**src/verilog/sbr_seq_pkg.sv**
```systemverilog
package sbr_seq_pkg;

	// number of downstream ports served by one partition sequencer
	localparam int unsigned NUM_DS_PORTS  = 8;

	localparam int unsigned CLK_PERIOD_NS = 100;

	// time that hot-reset training sets are sent before the next step
	localparam int unsigned TS1_HOLD_NS   = 2000;
	// time that stack and core logic of a port are held in graceful reset
	localparam int unsigned CORE_RST_NS   = 1000;

	localparam int unsigned TMR_W         = 8;

	// least times round up to whole cycles
	localparam logic [TMR_W-1:0] TS1_CYCLES =
		TMR_W'((TS1_HOLD_NS + CLK_PERIOD_NS - 1) / CLK_PERIOD_NS);
	localparam logic [TMR_W-1:0] CORE_RST_CYCLES =
		TMR_W'((CORE_RST_NS + CLK_PERIOD_NS - 1) / CLK_PERIOD_NS);
	localparam logic [TMR_W-1:0] TMR_ZERO = 8'h00;
	localparam logic [TMR_W-1:0] TMR_ONE  = 8'h01;

	// mode change action field
	localparam int unsigned      MODE_ACT_W     = 2;
	localparam logic [MODE_ACT_W-1:0] MODE_ACT_RESET = 2'h1;

	typedef enum logic [2:0]
	{
		ST_IDLE  = 3'h0,
		ST_PROP  = 3'h1,
		ST_FLUSH = 3'h2,
		ST_CRST  = 3'h3,
		ST_HOLD  = 3'h4
	} sbr_state_e;

endpackage

```
**src/verilog/sbr_step_timer.sv**
```systemverilog
`timescale 1ns/1ps
`default_nettype none

module sbr_step_timer
	import sbr_seq_pkg::*;
(
	input  wire logic             clk,
	input  wire logic             rst_n,
	input  wire logic             start,
	input  wire logic [TMR_W-1:0] cycles,
	output wire logic             done
);

	logic [TMR_W-1:0] cnt_r;

	always_ff @(posedge clk or negedge rst_n)
	begin
		if (!rst_n)
			cnt_r <= TMR_ZERO;
		else if (start)
			cnt_r <= cycles;
		else if (cnt_r != TMR_ZERO)
			cnt_r <= cnt_r - TMR_ONE;
	end

	// one-cycle pulse on the last counted cycle
	assign done = (cnt_r == TMR_ONE) && !start;

endmodule // sbr_step_timer

`default_nettype wire

```
**src/verilog/secondary_bus_reset_ctl.sv**
```systemverilog
`timescale 1ns/1ps
`default_nettype none

module secondary_bus_reset_ctl
	import sbr_seq_pkg::*;
(
	input  wire logic                               REF_CLK,
	input  wire logic                               RESET_N,
	input  wire logic                               US_SEC_RESET,
	input  wire logic [NUM_DS_PORTS-1:0]            DS_SEC_RESET,
	input  wire logic [NUM_DS_PORTS-1:0]            MODE_CHG_START,
	input  wire logic [NUM_DS_PORTS*MODE_ACT_W-1:0] MODE_CHG_ACTION,
	input  wire logic [NUM_DS_PORTS-1:0]            LINK_UP,
	input  wire logic [NUM_DS_PORTS-1:0]            LTSSM_IN_DISABLED,
	input  wire logic [NUM_DS_PORTS-1:0]            FLUSH_DONE,
	output wire logic [NUM_DS_PORTS-1:0]            TS1_HOT_RESET,
	output wire logic [NUM_DS_PORTS-1:0]            GO_DETECT,
	output wire logic [NUM_DS_PORTS-1:0]            FLUSH_REQ,
	output wire logic [NUM_DS_PORTS-1:0]            REG_INIT,
	output wire logic [NUM_DS_PORTS-1:0]            CORE_RESET,
	output wire logic [NUM_DS_PORTS-1:0]            PORT_HELD,
	output wire logic [NUM_DS_PORTS-1:0]            DS_SEC_UR,
	output wire logic [NUM_DS_PORTS-1:0]            SMB_REG_DEFAULT,
	output wire logic [NUM_DS_PORTS-1:0]            PORT_RESET_BUSY,
	output logic                                    US_SEC_UR
);

	logic                    us_lvl_d_r;
	logic                    us_rise;
	logic [NUM_DS_PORTS-1:0] ds_lvl_d_r;
	logic [NUM_DS_PORTS-1:0] cause_us_vec;
	logic [NUM_DS_PORTS-1:0] lu_s1_r;
	logic [NUM_DS_PORTS-1:0] lu_s2_r;
	logic [NUM_DS_PORTS-1:0] lu_s3_r;
	logic [NUM_DS_PORTS-1:0] lu_diff;
	logic [NUM_DS_PORTS-1:0] lu_r;
	logic [NUM_DS_PORTS-1:0] dis_s1_r;
	logic [NUM_DS_PORTS-1:0] dis_s2_r;
	logic [NUM_DS_PORTS-1:0] dis_s3_r;
	logic [NUM_DS_PORTS-1:0] dis_diff;
	logic [NUM_DS_PORTS-1:0] dis_r;

	// link status comes from the phy clock domain; a change is taken once stages two and three agree
	always_ff @(posedge REF_CLK or negedge RESET_N)
	begin
		if (!RESET_N)
		begin
			lu_s1_r <= '0;
			lu_s2_r <= '0;
			lu_s3_r <= '0;
		end
		else
		begin
			lu_s1_r <= LINK_UP;
			lu_s2_r <= lu_s1_r;
			lu_s3_r <= lu_s2_r;
		end
	end

	always_ff @(posedge REF_CLK or negedge RESET_N)
	begin
		if (!RESET_N)
		begin
			dis_s1_r <= '0;
			dis_s2_r <= '0;
			dis_s3_r <= '0;
		end
		else
		begin
			dis_s1_r <= LTSSM_IN_DISABLED;
			dis_s2_r <= dis_s1_r;
			dis_s3_r <= dis_s2_r;
		end
	end

	assign lu_diff  = lu_s2_r ^ lu_s3_r;
	assign dis_diff = dis_s2_r ^ dis_s3_r;

	// a bit still moving between the stages keeps its last settled value
	always_ff @(posedge REF_CLK or negedge RESET_N)
	begin
		if (!RESET_N)
			lu_r <= '0;
		else
			lu_r <= (lu_s3_r & ~lu_diff) | (lu_r & lu_diff);
	end

	// same settling for the disabled flag, so no port is judged on half-moved status
	always_ff @(posedge REF_CLK or negedge RESET_N)
	begin
		if (!RESET_N)
			dis_r <= '0;
		else
			dis_r <= (dis_s3_r & ~dis_diff) | (dis_r & dis_diff);
	end

	// the control bits come from the register file on this clock, no sync needed
	always_ff @(posedge REF_CLK or negedge RESET_N)
	begin
		if (!RESET_N)
			us_lvl_d_r <= 1'b0;
		else
			us_lvl_d_r <= US_SEC_RESET;
	end

	always_ff @(posedge REF_CLK or negedge RESET_N)
	begin
		if (!RESET_N)
			ds_lvl_d_r <= '0;
		else
			ds_lvl_d_r <= DS_SEC_RESET;
	end

	// a write of one is seen as the bit going from clear to set
	assign us_rise = US_SEC_RESET && !us_lvl_d_r;

	// the upstream port itself is never reset here, its link and type 0 config are not gated
	always_ff @(posedge REF_CLK or negedge RESET_N)
	begin
		if (!RESET_N)
			US_SEC_UR <= 1'b0;
		else
			US_SEC_UR <= US_SEC_RESET || (|cause_us_vec);
	end

	genvar gi;
	generate
		for (gi = 0; gi < NUM_DS_PORTS; gi = gi + 1)
		begin : g_port
			sbr_state_e       state_r;
			sbr_state_e       state_nxt;
			logic             cause_us_r;
			logic             cause_us_nxt;
			logic             cause_ds_r;
			logic             cause_ds_nxt;
			logic             ds_rise;
			logic             mc_trig;
			logic             trig;
			logic             hold_need;
			logic             tmr_start;
			logic [TMR_W-1:0] tmr_cycles;
			logic             tmr_done;
			logic             detect_nxt;
			logic             ts1_r;
			logic             detect_r;
			logic             reg_init_r;
			logic             core_rst_r;
			logic             held_r;
			logic             busy_r;

			assign ds_rise = DS_SEC_RESET[gi] && !ds_lvl_d_r[gi];
			assign mc_trig = MODE_CHG_START[gi] &&
				(MODE_CHG_ACTION[gi*MODE_ACT_W +: MODE_ACT_W] == MODE_ACT_RESET);
			// only this port's bit, its own mode change start and the upstream bit reach this port
			assign trig = us_rise || ds_rise || mc_trig;

			// mode change reset has no bit to wait on and resumes after its steps
			assign hold_need = (cause_us_r && US_SEC_RESET) || (cause_ds_r && DS_SEC_RESET[gi]);

			sbr_step_timer u_timer
			(
				.clk    (REF_CLK),
				.rst_n  (RESET_N),
				.start  (tmr_start),
				.cycles (tmr_cycles),
				.done   (tmr_done)
			);

			always_comb
			begin
				state_nxt    = state_r;
				tmr_start    = 1'b0;
				tmr_cycles   = TS1_CYCLES;
				detect_nxt   = 1'b0;
				cause_us_nxt = cause_us_r || us_rise;
				cause_ds_nxt = cause_ds_r || ds_rise;
				unique case (state_r)
					ST_IDLE, ST_HOLD:
					begin
						if (trig)
						begin
							// a new request during hold restarts the whole sequence
							if (lu_r[gi] && !dis_r[gi])
							begin
								state_nxt = ST_PROP;
								tmr_start = 1'b1;
							end
							else
							begin
								detect_nxt = dis_r[gi];
								state_nxt  = ST_FLUSH;
							end
						end
						else if (state_r == ST_HOLD && !hold_need)
						begin
							state_nxt    = ST_IDLE;
							cause_us_nxt = 1'b0;
							cause_ds_nxt = 1'b0;
						end
					end
					ST_PROP:
					begin
						if (tmr_done)
							state_nxt = ST_FLUSH;
					end
					ST_FLUSH:
					begin
						if (FLUSH_DONE[gi])
						begin
							state_nxt  = ST_CRST;
							tmr_start  = 1'b1;
							tmr_cycles = CORE_RST_CYCLES;
						end
					end
					ST_CRST:
					begin
						// the bit is looked at only once every step is over
						if (tmr_done)
							state_nxt = ST_HOLD;
					end
					default:
					begin
						state_nxt    = ST_IDLE;
						cause_us_nxt = 1'b0;
						cause_ds_nxt = 1'b0;
					end
				endcase
			end

			always_ff @(posedge REF_CLK or negedge RESET_N)
			begin
				if (!RESET_N)
					state_r <= ST_IDLE;
				else
					state_r <= state_nxt;
			end

			// set wins over clear: a trigger in the exit cycle keeps its cause
			always_ff @(posedge REF_CLK or negedge RESET_N)
			begin
				if (!RESET_N)
					cause_us_r <= 1'b0;
				else
					cause_us_r <= cause_us_nxt;
			end

			always_ff @(posedge REF_CLK or negedge RESET_N)
			begin
				if (!RESET_N)
					cause_ds_r <= 1'b0;
				else
					cause_ds_r <= cause_ds_nxt;
			end

			always_ff @(posedge REF_CLK or negedge RESET_N)
			begin
				if (!RESET_N)
					ts1_r <= 1'b0;
				else
					ts1_r <= (state_nxt == ST_PROP);
			end

			// one pulse is enough for the link to leave Disabled
			always_ff @(posedge REF_CLK or negedge RESET_N)
			begin
				if (!RESET_N)
					detect_r <= 1'b0;
				else
					detect_r <= detect_nxt;
			end

			// the register file keeps sticky fields itself; this only asks for the init
			always_ff @(posedge REF_CLK or negedge RESET_N)
			begin
				if (!RESET_N)
					reg_init_r <= 1'b0;
				else
					reg_init_r <= (state_nxt == ST_CRST) || (state_nxt == ST_HOLD);
			end

			// core reset stays on through hold so nothing restarts before the bit clears
			always_ff @(posedge REF_CLK or negedge RESET_N)
			begin
				if (!RESET_N)
					core_rst_r <= 1'b0;
				else
					core_rst_r <= (state_nxt == ST_CRST) || (state_nxt == ST_HOLD);
			end

			// held marks that every step is over and only the bit is awaited
			always_ff @(posedge REF_CLK or negedge RESET_N)
			begin
				if (!RESET_N)
					held_r <= 1'b0;
				else
					held_r <= (state_nxt == ST_HOLD);
			end

			always_ff @(posedge REF_CLK or negedge RESET_N)
			begin
				if (!RESET_N)
					busy_r <= 1'b0;
				else
					busy_r <= (state_nxt != ST_IDLE);
			end

			assign TS1_HOT_RESET[gi]   = ts1_r;
			assign GO_DETECT[gi]       = detect_r;
			// flush is a handshake held until the queues report empty
			assign FLUSH_REQ[gi]       = (state_r == ST_FLUSH);
			assign REG_INIT[gi]        = reg_init_r;
			assign CORE_RESET[gi]      = core_rst_r;
			assign PORT_HELD[gi]       = held_r;
			// config type 0 to the port itself is not in this flag, it still completes
			assign DS_SEC_UR[gi]       = busy_r;
			assign SMB_REG_DEFAULT[gi] = busy_r;
			assign PORT_RESET_BUSY[gi] = busy_r;
			assign cause_us_vec[gi]    = cause_us_r;
		end
	endgenerate

endmodule // secondary_bus_reset_ctl

`default_nettype wire
```
**config.mk**
```make
export PLATFORM = sky130hd
export DESIGN_NAME = secondary_bus_reset_ctl
export DESIGN_NICKNAME = d
export VERILOG_FILES = /design/src/verilog/sbr_seq_pkg.sv /design/src/verilog/sbr_step_timer.sv /design/src/verilog/secondary_bus_reset_ctl.sv
export SDC_FILE = /design/constraint.sdc
export NUM_CORES = 1
export LEC_CHECK = 0
export BUFFER_PORTS_ARGS = -buffer_cell sky130_fd_sc_hd__buf_2
export CAP_MARGIN = 20
export CORE_MARGIN = 2
export CORE_UTILIZATION = 54
export DETAILED_ROUTE_END_ITERATION = 7
export GPL_TIMING_DRIVEN = 0
export HOLD_SLACK_MARGIN = 0.08
export MAX_ROUTING_LAYER = met4
export PLACE_DENSITY = 0.75
export SLEW_MARGIN = 30
export SYNTH_ARGS = -nofsm -noshare
export SYNTH_HDL_FRONTEND = slang
export SYNTH_SLANG_ARGS = --single-unit
```
**constraint.sdc**
```tcl
create_clock -name REF_CLK -period 4.65 [get_ports REF_CLK]
set_input_delay 0.465 -clock REF_CLK [delete_from_list [all_inputs] [get_ports REF_CLK]]
set_output_delay 0.465 -clock REF_CLK [all_outputs]
set_load 0.03 [all_outputs]
```
Word level (Yosys, flattened, before mapping)
Cells that the tools add are included.
W data, S select, Z words.
{"block": "totals", "in_bits": 59, "word_cells": 553, "ram_bits": 0, "romBits": 0, "regBits": 218, "n_memories": 0, "output_inout_bits": 73, "latchBits": 0}
{"block": "op_classes", "shift": 0, "n_addsub": 8, "reduce_logical": 188, "div": 0, "eq_ne": 72, "magnitude_cmp": 0, "mul": 0, "muxes": 192, "n_bitwise": 10}
{"op": "$mux W8", "count": 17}
{"op": "$mux W3", "count": 40}
{"op": "$pmux W3 S4", "count": 8}
{"op": "$mux W1", "count": 80}
{"op": "$mux W5", "count": 15}
{"op": "$eq A3 B2 Y1 const B", "count": 24}
{"op": "$eq A8 B1 Y1 const B", "count": 8}
{"op": "$reduce_bool A8 Y1", "count": 8}
{"op": "$sub A8 B1 Y8 const B", "count": 8}
{"op": "$logic_and A1 B1 Y1", "count": 57}
{"op": "$logic_or A1 B1 Y1", "count": 49}
{"op": "$eq A3 B1 Y1 const B", "count": 16}
{"op": "$eq A3 B3 Y1 const B", "count": 16}
{"op": "$pmux W1 S2", "count": 24}
{"op": "$logic_not A1 Y1", "count": 33}
{"op": "$and A8 B8 Y8", "count": 4}
{"op": "$logic_not A3 Y1", "count": 8}
{"op": "$reduce_bool A3 Y1", "count": 8}
{"op": "$reduce_or A3 Y1", "count": 8}
{"op": "$eq A2 B1 Y1 const B", "count": 8}
{"op": "$mux W2", "count": 8}
{"op": "$not A8 Y8", "count": 2}
{"op": "$or A8 B8 Y8", "count": 2}
{"op": "$reduce_bool A2 Y1", "count": 8}
{"op": "other kinds (3)", "count": 11}

Longest topological paths before layout
Gate-level depths: netlist of the first run.
{"block": "depth", "word_depth": 12, "ltp_mapped": 8, "mapped_depth_nobuf": 6}

Modules after synthesis
Synthesis of the first run repeated with hierarchy kept, for this count alone.
{"block": "unflattened", "hier_cells": 934, "hier_area_um2": 10039.6}
{"module": "secondary_bus_reset_ctl", "seq_area_each_um2": 3853.7, "n_inst": 1, "cells_each": 534, "area_each_um2": 6233.5}
{"module": "sbr_step_timer (g_port[0].u_timer ...)", "seq_area_each_um2": 200.2, "n_inst": 7, "cells_each": 50, "area_each_um2": 473.0}
{"module": "sbr_step_timer (g_port[5].u_timer)", "seq_area_each_um2": 200.2, "n_inst": 1, "cells_each": 50, "area_each_um2": 495.5}

Worst setup path after synthesis of the first run
OpenSTA, ideal clock, no wires.
{"block": "synth_path", "path_kind": "input -> register", "startpoint": "input port US_SEC_RESET", "endpoint": "register g_port[7].busy_r", "t_arrival_ps": 1882, "path_slack_ps": 2630, "setup_ps": 139, "n_path_buf": 3, "cell_stages": 7, "required_time_ps": 4511, "path_cell_list": "buf_6 nor2b_4 buf_6 or3_1 buf_2 a32o_1 or4_1"}
{"block": "synth_between", "elab_chain_len": 10, "elab_cells_between_ends": 17, "cone_classes": "mux: 7; reduce/logical: 10"}
{"element": "start, declared", "line_no": "secondary_bus_reset_ctl.sv:9", "text": "input wire logic US_SEC_RESET,"}
{"element": "$logic_and A1 B1 Y1", "line_no": "secondary_bus_reset_ctl.sv:115", "text": "assign us_rise = US_SEC_RESET && !us_lvl_d_r;"}
{"element": "$logic_or A1 B1 Y1 (2 in series)", "line_no": "secondary_bus_reset_ctl.sv:155", "text": "assign trig = us_rise || ds_rise || mc_trig;"}
{"element": "$mux W1", "line_no": "secondary_bus_reset_ctl.sv:180", "text": "if (trig)"}
{"element": "$pmux W1 S2", "line_no": "secondary_bus_reset_ctl.sv:177", "text": "unique case (state_r)"}
{"element": "$logic_not A1 Y1", "line_no": "sbr_step_timer.sv:27", "text": "assign done = (cnt_r == TMR_ONE) && !start;"}
{"element": "$logic_and A1 B1 Y1", "line_no": "sbr_step_timer.sv:27"}
{"element": "$mux W3 (on tied branches)", "line_no": "secondary_bus_reset_ctl.sv:218, secondary_bus_reset_ctl.sv:203"}
{"element": "$pmux W3 S4 (*)", "line_no": "secondary_bus_reset_ctl.sv:177"}
{"element": "$reduce_bool A3 Y1 (*)", "line_no": "secondary_bus_reset_ctl.sv:304", "text": "busy_r <= (state_nxt != ST_IDLE);"}
{"element": "end signal, assigned", "line_no": "secondary_bus_reset_ctl.sv:304"}
{"element": "end, declared", "line_no": "secondary_bus_reset_ctl.sv:149", "text": "logic busy_r;"}
Mark *: on every way between the ends. The rest lies on a longest branch, timed or not.
A chain may end at the register's enable or synchronous reset.

Worst setup path after layout of the first run
{"block": "layout_path", "startpoint": "register us_lvl_d_r", "endpoint": "register g_port[3].busy_r"}
{"block": "layout_between", "elab_chain_len": 11, "elab_cells_between_ends": 13, "cone_classes": "mux: 6; reduce/logical: 7"}
{"element": "start, declared", "line_no": "secondary_bus_reset_ctl.sv:28", "text": "logic us_lvl_d_r;"}
{"element": "start signal, assigned", "line_no": "secondary_bus_reset_ctl.sv:101", "text": "us_lvl_d_r <= 1'b0;"}
{"element": "start signal, assigned", "line_no": "secondary_bus_reset_ctl.sv:103", "text": "us_lvl_d_r <= US_SEC_RESET;"}
{"element": "$logic_not A1 Y1 (*)", "line_no": "secondary_bus_reset_ctl.sv:115"}
{"element": "$logic_and A1 B1 Y1 (*)", "line_no": "secondary_bus_reset_ctl.sv:115"}
{"element": "$logic_or A1 B1 Y1 (*) (2 in series)", "line_no": "secondary_bus_reset_ctl.sv:155"}
{"element": "$mux W1", "line_no": "secondary_bus_reset_ctl.sv:180"}
{"element": "$pmux W1 S2", "line_no": "secondary_bus_reset_ctl.sv:177"}
{"element": "$logic_not A1 Y1", "line_no": "sbr_step_timer.sv:27"}
{"element": "$logic_and A1 B1 Y1", "line_no": "sbr_step_timer.sv:27"}
{"element": "$mux W3 (on tied branches)", "line_no": "secondary_bus_reset_ctl.sv:218, secondary_bus_reset_ctl.sv:203"}
{"element": "$pmux W3 S4 (*)", "line_no": "secondary_bus_reset_ctl.sv:177"}
{"element": "$reduce_bool A3 Y1 (*)", "line_no": "secondary_bus_reset_ctl.sv:304"}
{"element": "end signal, assigned", "line_no": "secondary_bus_reset_ctl.sv:304"}
{"element": "end, declared", "line_no": "secondary_bus_reset_ctl.sv:149"}
Marked as above.

==> results.sh, run 1 <==
export IMPL_ios=132
export IMPL_ant_nets=0
export IMPL_max_cap_violations=0
export IMPL_criticalPathCategory="reg2reg"
export IMPL_skew_ns=0.0125
export IMPL_die_w_um=139
export IMPL_yosysSeqAreaShare_pct=55.4
export IMPL_slew_headroom_pct=43.4
export IMPL_end_kind="register"
export IMPL_synth_nets=969
export IMPL_crit_fanout=10
export IMPL_syn_cell_area_um2=9850
export IMPL_ys_async_sr_fraction_pct=100
export IMPL_p_int_uw=4730
export IMPL_grt_start_max_net_pins=78
export IMPL_wire_per_inst_um=14.9
export IMPL_grt_pass1_wl_um=33400
export IMPL_cts_resized=0
export IMPL_synth_top_family_by_area="simple AND/OR/NAND/NOR gates"
export IMPL_p_comb_share_pct=36.1
export IMPL_powerDensity_nw_per_um2=631
export IMPL_clkSlewWorstSetupHoldPaths_ns=0.06
export IMPL_worstPathRequired_ns=4.98
export IMPL_syn_to_final_growth_pct=20.0
export IMPL_slew_viol_final=0
export IMPL_pwr_share_clk_pct=24.9
export IMPL_vias_per_cell=5.47
export IMPL_diodes=0
export IMPL_grt_pass1_vias=7022
export IMPL_syn_avg_cell_area_um2=11.1
export IMPL_cts_tree="built"
export IMPL_grt_use_total_pct=21.1
export IMPL_ys_seq_elements=218
export IMPL_start_kind="register"
export IMPL_routabilityCongestion=0.860
export IMPL_reg_largest_list="g_port.u_timer.cnt_r: 64 flops, g_port.state_r: 24 flops"
export IMPL_setup_viol=0
export IMPL_dpl_cell_area_um2=10900
export IMPL_synth_fa_ha_area_share_pct=4.67
export IMPL_vias=7138
export IMPL_core_area_um2=17900
export IMPL_hold_viol=0
export IMPL_final_setup_worst_slack_ns=2.28
export IMPL_syn_inst=886
export IMPL_post_route_period_util_pct=50.9
export IMPL_pre_cts_ws_ns=1.79
export IMPL_dieHeight_um=139
export IMPL_synthFlopType="dfrtp_1"
export IMPL_period_minus_slack_ns=2.37
export IMPL_yosys_warnings=0
export IMPL_tightestPinTransition_ns=0.837
export IMPL_synth_edf_count=0
export IMPL_arrival_ns=2.70
export IMPL_drive_gt1_share_pct=24.3
export IMPL_yosys_area_share_simple_pct=17.9
export IMPL_synth_xor_area_share_pct=2.93
export IMPL_rows=49
export IMPL_seqPwrFrac_pct=39.1
export IMPL_synth_compound_area_share_pct=10.6
export IMPL_portBuffers=131
export IMPL_clk_latency_ns=0.51
export IMPL_power_switching_uw=2730
export IMPL_cts_root_buffer="clkbuf_16"
export IMPL_largest_reg_flops=64
export IMPL_hpwlAfterDp_um=13400
export IMPL_cts_max_path_buffers=3
export IMPL_die_area_um2=19300
export IMPL_htree_levels=1
export IMPL_hp_class="in2reg"
export IMPL_antenna_found_initial=0
export IMPL_first_pass_iters=4
export IMPL_drt_wl_total_um=19400
export IMPL_synth_mux_area_share_pct=2.15
export IMPL_start_util_pct=55.0
export IMPL_peakVddDrop_v=0.000389
export IMPL_cts_sinks=218
export IMPL_fin_nets=1145
export IMPL_p_sw_share_pct=36.6
export IMPL_first_iter_violations=270
export IMPL_grt_setup_unrepaired="no"
export IMPL_drcViolationCount=0
export IMPL_cts_inserted_buffers=24
export IMPL_fmax_mhz=422
export IMPL_synth_cell_types=64
export IMPL_largest_register="g_port.u_timer.cnt_r"
export IMPL_status="finished, final reports clean"
export IMPL_overflow=0
export IMPL_final_cell_area_um2=11800
export IMPL_cellLeakagePower_uw=0.00547
export IMPL_cts_setup_buffers=0
-- layout make-up --
cell class / instances / area, um2
Fill cell: 1424 / 6080
Sequential cell: 218 / 5460
Clock buffer: 34 / 719
Timing Repair Buffer: 150 / 891
Tap cell: 229 / 287
Clock inverter: 7 / 68.8
Multi-Input combinational cell: 570 / 3780
Buffer: 72 / 527
Inverter: 26 / 97.6
-- power by group through the flow --
stage                     combinational (uW)  clock [uW]  sequential (uW)
after global routing                    3010        1980             3000
after detailed placement                2670           0             2930
after floorplan                         2120           0             2810
final                                   2690        1850             2910
after global placement                  2580           0             2910
after CTS                               2710        1900             2910
-- final timing paths --
kind / from / to / slack, ns / cells past startpoint
setup / recovery: us_lvl_d_r / g_port[3].busy_r / 2.28 / 7
min in group asynchronous: RESET_N / g_port[1].u_timer.cnt_r[2] / 0.50 / 2
setup reg to reg: us_lvl_d_r / g_port[3].busy_r / 2.28 / 7
hold reg to reg: lu_s1_r[5] / lu_s2_r[5] / 0.35 / 0
hold / removal: DS_SEC_RESET[1] / ds_lvl_d_r[1] / 0.1 / 1
max in group asynchronous: RESET_N / g_port[6].u_timer.cnt_r[1] / 3.38 / 3
-- cell families after synthesis --
family / after synthesis
muxes: 20
AOI/OAI and AO/OA: 156
adders and majority gates: 40
xor gates and xnor gates: 33
buffers and inverters: 98
DFF: 218
and+or+nand+nor: 321
-- worst max-delay path, stage by stage, from the launching register on --
cell      delay, ns
dfrtp_1        0.39
nor2b_4        0.11
buf_6          0.16
clkbuf_1       0.55
buf_1          0.53
nor3_1         0.13
nand4b_1       0.18
nand4_1        0.13
-- routing by layer --
layer	GRT usage, %	up-vias	wire length [um]
met5	-	-	0
met2	34.8	155	9580
li1	-	3452	-
met1	28.0	3498	8610
met4	5.69	0	431
met3	2.69	33	781
-- cells in the final DEF (no fill, tap or decap), types with 11 or more instances in the layout --
| cell type | n |
|---|---|
| xnor2_1 | 14 |
| ha_1 | 24 |
| nor3_1 | 19 |
| dlygate4sd3_1 | 17 |
| o21ai_0 | 43 |
| a21oi_1 | 20 |
| buf_4 | 64 |
| nand2_1 | 47 |
| mux2i_1 | 11 |
| clkbuf_16 | 25 |
| nor2b_1 | 31 |
| inv_1 | 26 |
| o21a_1 | 16 |
| maj3_1 | 16 |
| dfrtp_1 | 218 |
| buf_2 | 131 |
| nand4_1 | 12 |
| o22ai_1 | 11 |
| nand3_1 | 37 |
| nand2b_1 | 11 |
| xor2_1 | 19 |
| nor2_1 | 72 |
| or3_1 | 15 |
-- through the flow --
step                instances  power [uW]  utilization [%]  hold slack (ns)  TNS [ns]
finish                   1306        7460             66.0           0.0975         0
global route             1306        7990             66.0           0.0837         0
CTS                      1306        7510             66.0           0.0860         0
detailed placement       1248        5600             60.6            0.335         0
global placement         1246        5490             60.3            0.332   -102.15
floorplan                 886        4930                -            0.169         0
-- Yosys cell counts (11+ instances only) --
master    count  area (um2)
o21a_1       16         120
dfrtp_1     218        5460
xor2_1       19         166
buf_4        64         480
maj3_1       16         160
inv_1        26        97.6
nand2_1      47         176
xnor2_1      14         123
a21oi_1      20         100
nand2b_1     11        68.8
ha_1         24         300
mux2i_1      11         110
nor2b_1      31         194
nor3_1       19        95.1
nand4_1      12        75.1
or3_1        15        93.8
nor2_1       72         270
nand3_1      37         185
o22ai_1      11        68.8
o21ai_0      43         215
-- what timing repair did --
action,in CTS,in global routing
hold buffers,17,0
endpoints found under the hold margin,83,0
endpoints found under the setup margin,0,0
(Power assumes the default switching activity.)
==> inputs of run 2 (changes only) <==
==> constraint.sdc (replaced) <==
create_clock -name REF_CLK -period 2.4 [get_ports REF_CLK]
set_input_delay 0.24 -clock REF_CLK [delete_from_list [all_inputs] [get_ports REF_CLK]]
set_output_delay 0.24 -clock REF_CLK [all_outputs]
set_load 0.03 [all_outputs]
==> run 2 against run 1 <==
Net effect:
- wire length up 1.4%
- total power rose by 94%
- worst setup slack worse by 2.0 ns
- non-clock buffer count rose by 17
- global-route usage is 0.35 points higher
- largest power group unchanged
- combinational power grew 95%
- count of clock-buffer cells in the layout did not move
- register-to-register slack got worse by 2.0 ns
- cell area up 1.5%
- sequential power grew 94%
==> results.sh, run 2 (synthesized netlist as in run 1, its figures left out) <==
export IMPL_status="finished, final reports clean"
export IMPL_rows=49
export IMPL_final_common_cell="dfrtp_1"
export IMPL_die_area_um2=19300
export IMPL_cts_max_path_buffers=3
export IMPL_hp_class="in2reg"
export IMPL_fin_nets=1162
export IMPL_cts_root_buffer="clkbuf_16"
export IMPL_clkSlewWorstSetupHoldPaths_ns=0.06
export IMPL_met2WireLength_um=9850
export IMPL_hold_depth=4
export IMPL_reg_largest_list="g_port.u_timer.cnt_r: 64 flops, g_port.state_r: 24 flops"
export IMPL_peakVddDrop_v=0.000759
export IMPL_ant_nets=0
export IMPL_htree_levels=1
export IMPL_drt_met1_wl_um=8680
export IMPL_cellLeakagePower_uw=0.00555
export IMPL_slew_viol_final=0
export IMPL_cts_tree="built"
export IMPL_cts_setup_buffers=0
export IMPL_fill_cells=1407
export IMPL_grt_setup_unrepaired="no"
export IMPL_seqCellArea_um2=5460
export IMPL_vias=7162
export IMPL_tns_ns=0
export IMPL_diodes=0
export IMPL_overflow=0
export IMPL_drcViolationCount=0
export IMPL_arrival_ns=2.50
export IMPL_skew_ns=0.0125
export IMPL_final_cell_mix="dfrtp_1 (218), buf_2 (132), nor2_1 (72)"
export IMPL_hpwlAfterDp_um=13400
export IMPL_multi_input_area_um2=3780
export IMPL_max_cap_violations=0
export IMPL_end_kind="register"
export IMPL_period_minus_slack_ns=2.17
export IMPL_drt_wl_total_um=19700
export IMPL_grt_use_total_pct=21.5
export IMPL_first_iter_violations=311
export IMPL_cts_sinks=218
export IMPL_wl_met3_um=753
export IMPL_crit_fanout=10
export IMPL_grt_pass1_vias=7108
export IMPL_vias_per_cell=5.41
export IMPL_fin_util_pct=67.0
export IMPL_portBuffers=131
export IMPL_clk_latency_ns=0.51
export IMPL_powerDensity_nw_per_um2=1210
export IMPL_cts_inserted_buffers=24
export IMPL_post_route_period_util_pct=90.3
export IMPL_slew_headroom_pct=42.8
export IMPL_largest_register="g_port.u_timer.cnt_r"
export IMPL_dp_cells=1248
export IMPL_core_area_um2=17900
export IMPL_ios=132
export IMPL_min_from="US_SEC_RESET"
export IMPL_top_layer="met4"
export IMPL_syn_to_final_growth_pct=21.8
export IMPL_grt_pass1_wl_um=33900
export IMPL_reg2reg_from="us_lvl_d_r"
export IMPL_start_util_pct=55.0
export IMPL_dieHeight_um=139
export IMPL_grt_start_max_net_pins=78
export IMPL_wire_per_inst_um=14.9
export IMPL_first_pass_iters=4
export IMPL_setup_viol=0
export IMPL_fmax_mhz=462
export IMPL_criticalPathCategory="reg2reg"
export IMPL_routabilityCongestion=0.860
export IMPL_tightestPinTransition_ns=0.845
export IMPL_drive_gt1_share_pct=24.0
export IMPL_die_w_um=139
export IMPL_worstPathRequired_ns=2.73
export IMPL_start_kind="register"
export IMPL_cp_startpoint="us_lvl_d_r"
export IMPL_final_cells=1323
export IMPL_hold_viol=0
export IMPL_ff2ff_path_depth=7
export IMPL_antenna_found_initial=0
export IMPL_largest_reg_flops=64
## run 2: cell count changes in the layout (fill, tap and decap cells not counted)
cell,delta
buf_1,-1
buf_2,+1
dlygate4sd3_1,+17
## run 2: final timing paths
check,to,slack (ns)
worst max register to register,g_port[3].busy_r,0.23
min in group asynchronous,g_port[1].u_timer.cnt_r[2],0.27
max in group asynchronous,g_port[6].u_timer.cnt_r[1],1.35
worst max-delay path,g_port[3].busy_r,0.23
worst min-delay path,US_SEC_UR,0.18
worst min register to register,dis_s2_r[3],0.35
## run 2: worst max-delay path, stage by stage, from the launching register on
cell and delay [ns]:
dfrtp_1 0.39, nor2b_4 0.11, buf_6 0.16, clkbuf_1 0.55
buf_2 0.39, nor3_1 0.10, nand4b_1 0.16, nand4_1 0.13
## run 2: per-layer routing
metal / up-vias / GRT usage (%)
li1: 3484 / -
met1: 3510 / 28.3
met2: 137 / 35.8
met3: 31 / 2.66
met4: 0 / 5.69
met5: - / -
## run 2: layout make-up
class	instances	area share, %
repair buffers	167	8.85
inverters	26	0.814
well taps	229	2.39
clock buffers	34	6.00
plain buffers	72	4.40
clock inverters	7	0.574
flip-flops and latches	218	45.5
multi-input cells	570	31.5
## run 2: power breakdown
part | internal [uW] | total (uW) | switching (uW) | leakage (uW)
Clock | 2180 | 3590 | 1400 | 0.000385
Sequential | 4690 | 5650 | 957 | 0.00256
Combinational | 2300 | 5240 | 2930 | 0.00260
Total | 9180 | 14500 | 5300 | 0.00555
## run 2: stage by stage
step	setup WS [ns]	cell area (um2)	hold slack, ns	total power, uW
2_1_floorplan	0.487	9850	-0.0556	9550
3_3_place_gp	-2.52	10800	0.332	10600
3_5_place_dp	-0.231	10900	0.232	10800
4_1_cts	0.177	12000	0.166	14600
5_1_grt	0.0486	12000	0.192	15500
6_report	0.234	12000	0.180	14500
## run 2: repair_timing
item,4_1_cts,5_1_grt
hold buffers,34,0
endpoints found under the hold margin,108,0
endpoints found under the setup margin,2,0
resized for setup,1,0
